$ cat config.mk
export PLATFORM = sky130hd
export DESIGN_NAME = baseband_diff_encoder_fir
export DESIGN_NICKNAME = d
export VERILOG_FILES = /design/src/verilog/baseband_diff_encoder_fir.v /design/src/verilog/sample_fifo.v
export VERILOG_INCLUDE_DIRS = /design/src /design/src/verilog
export SDC_FILE = /design/constraint.sdc
export NUM_CORES = 2
export LEC_CHECK = 0
export ABC_AREA = 0
export BUFFER_PORTS_ARGS = -buffer_cell sky130_fd_sc_hd__buf_2
export CAP_MARGIN = 30
export CORE_ASPECT_RATIO = 0.8
export CORE_MARGIN = 3
export CORE_UTILIZATION = 55
export CTS_CLUSTER_SIZE = 28
export DETAILED_ROUTE_END_ITERATION = 10
export GPL_TIMING_DRIVEN = 0
export PLACE_DENSITY = 0.7
export SKIP_LAST_GASP = 1
export SLEW_MARGIN = 20
export SYNTH_ARGS = -nofsm -noshare
export SYNTH_HDL_FRONTEND = slang
export SYNTH_SLANG_ARGS = --single-unit
$ cat constraint.sdc
create_clock -name clock -period 73.9 [get_ports clock]
set_input_delay 0 -clock clock [delete_from_list [all_inputs] [get_ports clock]]
set_output_delay 0 -clock clock [all_outputs]
set_load 0.005 [all_outputs]
$ cat src/verilog/diff_codec_map.vh
// Register offsets, field positions, reset values and limits of the symbol codec
// Assumes inclusion by bare name from the codec design files
`ifndef DIFF_CODEC_MAP_VH
`define DIFF_CODEC_MAP_VH

// Register word offsets (byte address on the 8-bit port)
`define RA_CTRL        8'h00
`define RA_STATES      8'h04
`define RA_FILTER      8'h08
`define RA_SYMRATE     8'h0C
`define RA_STATUS      8'h10
`define RA_OFFSET_BASE 8'h40
`define RA_COEF_BASE   8'h80
`define RA_IQ_BASE     8'hC0

// Control fields
`define CTRL_BITDIFF   0
`define CTRL_MAPDIFF   1
`define CTRL_MIRROR    2
`define CTRL_FSK       3

// Reset values and limits
`define OSR_DEFAULT    6'h04
`define OSR_MIN        6'h01
`define OSR_MAX        6'h20
`define OSR_OP_MIN     6'h04
`define OSR_OP_MAX     6'h10
`define SYM_MAX        6'h20
`define COEF_MAX       11'h200
`define PROD_MAX       11'h400
`define TAPS           32
`define STATES_MAX     16
`define IQ_PLUS        8'h7F
`define IQ_MINUS       8'h81
`define SYMRATE_FAST   16'h1000

`endif

$ cat src/verilog/baseband_diff_encoder_fir.v
// Baseband symbol path: differential encoders, I/Q mapper and FIR pulse shaper
// Assumes one 100 MHz clock, synchronous inputs and a simple strobe register port
//
// Behaviour
// - Bit-wise encoded bit is current raw bit XOR previous raw bit.
// - With bit-wise encoding on, encoded bits feed the mapper instead of raw.
// - Each symbol moves the state by the signed offset held per data value.
// - State-map encoding works for user I/Q and user FSK mapping alike; the code has no FSK mapping, CTRL_FSK is stored but unused.
// - Bits per symbol is ceiling of log2 of the number of states.
// - Default four-point map uses only plus one and minus one on I and Q.
// - Filters with over 32 symbols or 512 coefficients are not used.
// - Entered oversample ratio 1 to 32, symbols times ratio at most 1024.
// - Operating ratio picked automatically between 4 and 16.
// - Coefficients resampled to operating ratio when entered ratio differs.
// - Mirror copies lower table half reversed into upper half.
// - Oversample ratio is coefficients per symbol, default 4.
// - Offset +1 steps forward, -1 backward, 0 holds the state.
//
// Decided for this implementation: the register offsets and the strobed register port.
`timescale 1ns/100ps
`include "diff_codec_map.vh"
module baseband_diff_encoder_fir (
	input  wire        clock,
	input  wire        rst,
	input  wire [7:0]  regAddr,
	input  wire [31:0] regWrData,
	input  wire        regWrite,
	input  wire        regRead,
	output reg  [31:0] regRdData,
	input  wire        bitIn,
	input  wire        bitValid,
	output reg         bitReady,
	output reg  [15:0] iOut,
	output reg  [15:0] qOut,
	output reg         iqValid,
	output reg         filterUsable
);
	// ************************************************
	// Registers
	// ************************************************
	reg [3:0]  ctrl_reg;
	reg [4:0]  states_reg;
	reg [5:0]  osrEntered_reg;
	reg [5:0]  filtSymbols_reg;
	reg [15:0] symRate_reg;
	reg [3:0]  offset_reg [0:`STATES_MAX-1];
	reg [7:0]  coef_reg   [0:`TAPS-1];
	reg [15:0] iqMap_reg  [0:`STATES_MAX-1];
	reg        prevBit_reg;
	reg [3:0]  state_reg;
	reg [3:0]  shift_reg;
	reg [2:0]  bitCount_reg;
	reg [15:0] symPipe_reg [0:3];
	reg [4:0]  phase_reg;
	reg        holdSym_reg;
	reg [4:0]  mirrorIdx_reg;
	reg        mirrorBusy_reg;
	integer    k;
	integer    m;
	reg [11:0] tapWide;

	// Base-two ceiling logarithm of the state count
	function [2:0] clog2States;
		input [4:0] n;
		begin
			if (n <= 5'h02) clog2States = 3'h1;
			else if (n <= 5'h04) clog2States = 3'h2;
			else if (n <= 5'h08) clog2States = 3'h3;
			else clog2States = 3'h4;
		end
	endfunction

	// Signed step modulo state count
	function [3:0] wrapStep;
		input [3:0] cur;
		input [3:0] off;
		input [4:0] n;
		reg   [5:0] sum;
		begin
			sum = {2'h0, cur} + {{2{off[3]}}, off} + {1'b0, n};
			if (sum >= {1'b0, n, 1'b0} - 6'h00 && n != 5'h00 && sum >= {1'b0, n} + {1'b0, n})
				sum = sum - {1'b0, n} - {1'b0, n};
			else if (sum >= {1'b0, n})
				sum = sum - {1'b0, n};
			wrapStep = sum[3:0];
		end
	endfunction

	wire [2:0]  bitsPerSym = clog2States(states_reg);
	wire [11:0] coefCount  = filtSymbols_reg * osrEntered_reg;
	wire        osrOk      = (osrEntered_reg >= `OSR_MIN) && (osrEntered_reg <= `OSR_MAX)
	                         && (coefCount <= `PROD_MAX);
	wire        hwOk       = (filtSymbols_reg <= `SYM_MAX) && (coefCount <= `COEF_MAX);
	// Automatic operating ratio: faster symbols or denser symbols get fewer samples
	wire [5:0]  osrOp      = (symRate_reg >= `SYMRATE_FAST || bitsPerSym > 3'h2
	                          || filtSymbols_reg > 6'h10) ? `OSR_OP_MIN : `OSR_OP_MAX;
	wire        encBit     = ctrl_reg[`CTRL_BITDIFF] ? (bitIn ^ prevBit_reg) : bitIn;
	wire [3:0]  symValue   = {shift_reg[2:0], encBit};
	wire        symDone    = (bitCount_reg + 3'h1 == bitsPerSym);
	wire [3:0]  mapIdx     = ctrl_reg[`CTRL_MAPDIFF] ?
	                         wrapStep(state_reg, offset_reg[symValue], states_reg) : symValue;
	wire [31:0] fifoOut;
	wire        fifoValid;
	wire        fifoInReady;
	wire        takeBit    = bitValid && bitReady;

	// ************************************************
	// Register port
	// ************************************************
	always @(posedge clock) begin
		if (rst) begin
			ctrl_reg        <= 4'h0;
			states_reg      <= 5'h04;
			osrEntered_reg  <= `OSR_DEFAULT;
			filtSymbols_reg <= 6'h08;
			symRate_reg     <= 16'h0100;
			regRdData       <= 32'h0;
			mirrorBusy_reg  <= 1'b0;
			mirrorIdx_reg   <= 5'h00;
			for (k = 0; k < `STATES_MAX; k = k + 1) begin
				offset_reg[k] <= 4'h0;
				iqMap_reg[k]  <= 16'h0;
			end
			// Default four-point map with only +1 and -1 components
			iqMap_reg[0] <= {`IQ_PLUS, `IQ_PLUS};
			iqMap_reg[1] <= {`IQ_MINUS, `IQ_PLUS};
			iqMap_reg[2] <= {`IQ_PLUS, `IQ_MINUS};
			iqMap_reg[3] <= {`IQ_MINUS, `IQ_MINUS};
			for (k = 0; k < `TAPS; k = k + 1) begin
				coef_reg[k] <= 8'h00;
			end
		end else begin
			regRdData <= 32'h0;
			if (regWrite) begin
				case (regAddr[7:6])
					2'h0: begin
						if (regAddr == `RA_CTRL) begin
							ctrl_reg <= regWrData[3:0];
							if (regWrData[`CTRL_MIRROR]) begin
								mirrorBusy_reg <= 1'b1;
								mirrorIdx_reg  <= 5'h00;
							end
						end
						if (regAddr == `RA_STATES && regWrData[4:0] >= 5'h02
						    && regWrData[4:0] <= 5'h10)
							states_reg <= regWrData[4:0];
						if (regAddr == `RA_FILTER) begin
							osrEntered_reg  <= regWrData[5:0];
							filtSymbols_reg <= regWrData[13:8];
						end
						if (regAddr == `RA_SYMRATE)
							symRate_reg <= regWrData[15:0];
					end
					2'h1: offset_reg[regAddr[5:2]] <= regWrData[3:0];
					2'h2: coef_reg[regAddr[5:1]] <= regWrData[7:0];
					2'h3: iqMap_reg[regAddr[5:2]] <= regWrData[15:0];
					default: ;
				endcase
			end else if (mirrorBusy_reg) begin
				// Upper half gets lower half reversed, one entry a cycle
				coef_reg[5'd31 - mirrorIdx_reg] <= coef_reg[mirrorIdx_reg];
				mirrorIdx_reg <= mirrorIdx_reg + 5'h01;
				if (mirrorIdx_reg == 5'h0F) begin
					mirrorBusy_reg <= 1'b0;
				end
			end
			if (regRead) begin
				case (regAddr)
					`RA_CTRL:    regRdData <= {28'h0, ctrl_reg};
					`RA_STATES:  regRdData <= {24'h0, bitsPerSym, states_reg};
					`RA_FILTER:  regRdData <= {18'h0, filtSymbols_reg, 2'h0, osrEntered_reg};
					`RA_SYMRATE: regRdData <= {16'h0, symRate_reg};
					`RA_STATUS:  regRdData <= {14'h0, osrOp, 4'h0, state_reg,
					                           prevBit_reg, mirrorBusy_reg, hwOk && osrOk, 1'b0};
					default: begin
						if (regAddr[7:6] == 2'h1)
							regRdData <= {28'h0, offset_reg[regAddr[5:2]]};
						else if (regAddr[7:6] == 2'h2)
							regRdData <= {24'h0, coef_reg[regAddr[5:1]]};
						else if (regAddr[7:6] == 2'h3)
							regRdData <= {16'h0, iqMap_reg[regAddr[5:2]]};
						else
							regRdData <= 32'h0;
					end
				endcase
			end
		end
	end

	// ************************************************
	// Bit intake, encoding and symbol forming
	// ************************************************
	always @(posedge clock) begin
		if (rst) begin
			prevBit_reg  <= 1'b0;
			state_reg    <= 4'h0;
			shift_reg    <= 4'h0;
			bitCount_reg <= 3'h0;
			bitReady     <= 1'b0;
		end else begin
			bitReady <= fifoInReady;
			if (takeBit) begin
				prevBit_reg <= bitIn;
				if (symDone) begin
					bitCount_reg <= 3'h0;
					shift_reg    <= 4'h0;
					if (ctrl_reg[`CTRL_MAPDIFF])
						state_reg <= mapIdx;
				end else begin
					bitCount_reg <= bitCount_reg + 3'h1;
					shift_reg    <= symValue;
				end
			end
		end
	end

	// Mapped symbols queue toward the shaper
	sample_fifo #(.WIDTH(32), .DEPTH(32), .AW(5)) symFifo (
		.clock    (clock),
		.rst      (rst),
		.inData   ({16'h0, iqMap_reg[mapIdx]}),
		.inValid  (takeBit && symDone),
		.inReady  (fifoInReady),
		.outData  (fifoOut),
		.outValid (fifoValid),
		.outReady (!holdSym_reg && fifoValid)
	);

	// ************************************************
	// FIR shaper: operating ratio phases per symbol
	// ************************************************
	reg signed [23:0] accI;
	reg signed [23:0] accQ;
	reg        [4:0]  tap;
	always @* begin
		accI = 24'sh0;
		accQ = 24'sh0;
		tapWide = 12'h000;
		tap = 5'h00;
		for (m = 0; m < 4; m = m + 1) begin
			// Resampled tap index: operating phase scaled to entered ratio, wraps in 32 taps
			tapWide = (({6'h00, phase_reg} * {6'h00, osrEntered_reg}) / {6'h00, osrOp})
			          + ({7'h00, m[4:0]} * {7'h00, osrEntered_reg[4:0]});
			tap = tapWide[4:0];
			accI = accI + $signed(symPipe_reg[m][15:8]) * $signed(coef_reg[tap]);
			accQ = accQ + $signed(symPipe_reg[m][7:0]) * $signed(coef_reg[tap]);
		end
	end

	always @(posedge clock) begin
		if (rst) begin
			phase_reg    <= 5'h00;
			holdSym_reg  <= 1'b0;
			iOut         <= 16'h0;
			qOut         <= 16'h0;
			iqValid      <= 1'b0;
			filterUsable <= 1'b0;
			for (k = 0; k < 4; k = k + 1) begin
				symPipe_reg[k] <= 16'h0;
			end
		end else begin
			filterUsable <= hwOk && osrOk;
			iqValid      <= 1'b0;
			if (fifoValid && !holdSym_reg) begin
				for (k = 3; k > 0; k = k - 1) begin
					symPipe_reg[k] <= symPipe_reg[k-1];
				end
				symPipe_reg[0] <= fifoOut[15:0];
				holdSym_reg    <= 1'b1;
				phase_reg      <= 5'h00;
			end else if (holdSym_reg) begin
				if (hwOk && osrOk) begin
					iOut    <= accI[21:6];
					qOut    <= accQ[21:6];
					iqValid <= 1'b1;
				end
				if ({1'b0, phase_reg} + 6'h01 == osrOp) begin
					holdSym_reg <= 1'b0;
				end else begin
					phase_reg <= phase_reg + 5'h01;
				end
			end
		end
	end
endmodule // baseband_diff_encoder_fir

$ cat src/verilog/sample_fifo.v
// Parameterised first-in first-out buffer with valid/ready on both sides
// Assumes one clock and a synchronous active-high reset
`timescale 1ns/100ps
module sample_fifo #(
	parameter WIDTH = 16,
	parameter DEPTH = 32,
	parameter AW    = 5
) (
	input  wire             clock,
	input  wire             rst,
	input  wire [WIDTH-1:0] inData,
	input  wire             inValid,
	output wire             inReady,
	output wire [WIDTH-1:0] outData,
	output wire             outValid,
	input  wire             outReady
);
	reg [WIDTH-1:0] mem [0:DEPTH-1];
	reg [AW:0]      wrPtr_reg;
	reg [AW:0]      rdPtr_reg;
	wire            full;
	wire            empty;
	wire            doWrite;
	wire            doRead;

	// Full and empty from pointer wrap bit
	assign empty    = (wrPtr_reg == rdPtr_reg);
	assign full     = (wrPtr_reg[AW-1:0] == rdPtr_reg[AW-1:0]) && (wrPtr_reg[AW] != rdPtr_reg[AW]);
	assign inReady  = !full;
	assign outValid = !empty;
	assign outData  = mem[rdPtr_reg[AW-1:0]];
	assign doWrite  = inValid && !full;
	assign doRead   = outReady && !empty;

	// Pointer and storage update
	always @(posedge clock) begin
		if (rst) begin
			wrPtr_reg <= {(AW+1){1'b0}};
			rdPtr_reg <= {(AW+1){1'b0}};
		end else begin
			if (doWrite) begin
				wrPtr_reg <= wrPtr_reg + 1'b1;
			end
			if (doRead) begin
				rdPtr_reg <= rdPtr_reg + 1'b1;
			end
		end
		if (doWrite) begin
			mem[wrPtr_reg[AW-1:0]] <= inData;
		end
	end
endmodule // sample_fifo

==> summary.md <==
| Metric | Value |
|---|---|
| Layout cells sized above 1 | `around 18%` |
| Total CTS buffers | `around 130` |
| Final hold vios | `0` |
| Synthesized instance count | `slightly above 7k` |
| Nets | `8598` |
| DRT Pass-1 Iters | `6` |
| Io pins | `113` |
| Hold path startpoint | `rst` |
| Status | `finished clean` |
| Most numerous cell in the Yosys netlist | `edfxtp_1` |
| CP max stage delay | `roughly 830 ps` |
| Unrepaired setup endpoints after global routing | `false` |
| Worst Setup Start Kind | `register` |
| Max stage delay cell, worst path | `buf_1` |
| CP Capture Type | `register` |
| Antenna viol nets, final | `0` |
| Tightest Pin Transition | `1130 ps` |
| Final Cycle Share | `a little over two fifths` |
| Avg WL per Cell | `approximately 32 um` |
| First-pass GRT wire length | `~450 mm` |
| Register bit count reported by yosys | `1280` |
| Chip width | `around 460 um` |
| Antenna violations before repair | `7` |
| Clock skew | `47.8 ps` |
| Hold Crit Class | `in2reg` |
| Fmax | `0.0314 GHz` |
| Post-Route WL | `roughly 320 mm` |
| Critical path startpoint | `osrEntered_reg[3]` |
| Worst-path maximum fanout | `12` |
| Top FF cell, synth | `edfxtp_1` |
| Area grow syn2layout | `10.9%` |
| Tmin final | `31810 ps` |
| Largest net degree at the start of global routing | `48` |
| Post-synth ARST share | `0%` |
| Number of global-route vias before repair | `64.1k` |
| Synth top area share | `about 38%` |
| Clock root buffer | `clkbuf_16` |
| Worst reg2reg startpoint | `osrEntered_reg[3]` |
| Netlist cell types | `107` |
| EDFF count, synth | `1152` |
| Die height | `372 um` |
| Max reg flops | `between 500 and 600` |
| Synthesized area per cell | `12.8 um2` |
| Max Cap Viol | `0` |
| Die area | `172000 um2` |
| Synth warn | `0` |
| Area leader, netlist | `edfxtp_1` |
| Final Max Tran Viols | `0` |
| Setup total negative slack | `0 ps` |
| Synthesized area | `approximately 90000 um2` |
| Synth top area cells | `edfxtp_1 38%, mux4_2 17%, fa_1 15%` |
| Final setup viols | `0` |
| Hpwl dp | `244 mm` |
| Synth top cells by count | `1152 x edfxtp_1, 902 x inv_1, 701 x mux4_2` |
| Total GRT Usage | `between 30% and 40%` |
| Skew-Pair Late Insertion Delay | `810 ps` |
| GRT Residual Overflow | `0` |
| Count of buffers from port buffering | `between 70 and 80` |
| Fin area | `102000 um2` |
| Crit Path Category | `reg2reg` |
| Clock Pin Slew Worst Setup and Hold Paths | `60 ps` |
| Number of remaining DRC errors | `0` |
| Clock Path Buffers | `3` |
| Post-DP Area | `around 97000 um2` |
| Iter 0 DRT Violations | `~10k` |
| Cell Rows | `around 130` |
| Sequential share of the synthesized area | `about 40%` |
| CTS tree | `done` |
| Vias per cell | `6.60` |
| Critical path data required time | `74540 ps` |
| Placer Congestion | `approximately 1.1` |
| WP data arrival | `32450 ps` |
| Min Hold Slack | `41.5 ps` |
| Most used cell along the critical path | `fa_1` |
| Relative slew slack | `24.4%` |
| Initial Util | `55.7%` |
| Core box area | `165000 um2` |
| Vias after detailed routing | `65.5k` |
| H-tree Lvls | `4` |
| Sink Count | `1280` |
==> what timing repair did <==
item	CTS	global route
endpoints found under the hold margin	193	0
hold buffers	30	0
buffers inserted	0	0
endpoints found under the setup margin	0	0
gates resized for setup	0	0
==> final cells by class <==
cell class                 count  area, um2
fill                       12600      63300
multi-input combinational   4583      50300
timing repair buffer         235       2410
tap                         2227       2790
antenna                       12       30.0
buffer                       434       1830
inverter                     906       3400
sequential                  1280      37200
clock buffer                 170       3540
clock inverter                67        666
==> stage by stage <==
step,utilization (%),std cells,setup WS [ps]
after detailed placement,58.9,9614,42800
after global placement,57.6,9507,41070
final,61.7,9914,42090
after floorplan,-,7203,48810
after global routing,61.7,9902,41080
after CTS,61.6,9881,42780
==> worst paths after layout <==
check | end | slack (ps) | depth (start not counted)
worst min-delay path | qOut[10] | 40 | 4
worst max register to register | iOut[9] | 42090 | 101
worst min register to register | symRate_reg[9] | 450 | 2
worst max-delay path | iOut[9] | 42090 | 101
==> per-layer routing <==
metal | track usage (%) | vias up | wire, um
met1 | 51.6 | 33200 | 119000
met3 | 16.5 | 874 | 52200
met5 | 0 | - | 23
li1 | - | 26100 | -
met4 | 15.9 | 4 | 17100
met2 | 50.0 | 5266 | 128000
==> layout by cell type (no fill, tap or decap), types with 69 or more instances in the layout <==
master | netlist | final
nand2b_1 | 83 | 83
nor3_1 | 79 | 79
clkbuf_16 | 0 | 135
edfxtp_1 | 1152 | 1152
fa_1 | 692 | 692
o21ai_0 | 100 | 86
nor2b_1 | 136 | 133
inv_1 | 902 | 902
nor2_1 | 591 | 558
mux4_2 | 701 | 701
buf_2 | 21 | 118
buf_6 | 2 | 69
ha_1 | 287 | 287
clkbuf_1 | 312 | 316
a21oi_1 | 151 | 134
xnor2_1 | 78 | 73
and2_1 | 367 | 367
dfxtp_1 | 128 | 128
nand2_1 | 560 | 560
mux2i_1 | 224 | 211
==> kinds of logic (layout without fill, tap and decap cells) <==
| group | Yosys count | count (layout) | synth area share (%) |
|---|---|---|---|
| compound gates | 477 | 477 | 3.40 |
| xor+xnor | 108 | 108 | 1.04 |
| fa+ha+maj | 979 | 979 | 18.9 |
| buf+inv | 1340 | 1812 | 5.61 |
| flops | 1280 | 1280 | 40.3 |
| mux | 952 | 952 | 19.9 |
| other cells | 1 | 28 | 0.00407 |
| simple gates | 2051 | 2051 | 10.8 |
==> worst max-delay path, delay by kind of cell, from the launching register on <==
kind / cells / cell delay [ps]
xor+xnor: 6 / 2000
flops: 1 / 350
buf+inv: 23 / 7370
simple gates: 22 / 4660
fa+ha+maj: 23 / 9560
mux: 5 / 2360
compound gates: 22 / 5230
Power is left out: the tool's default activity adds up to more than one toggle a clock period on the data nets, which glitch-free logic cannot reach.
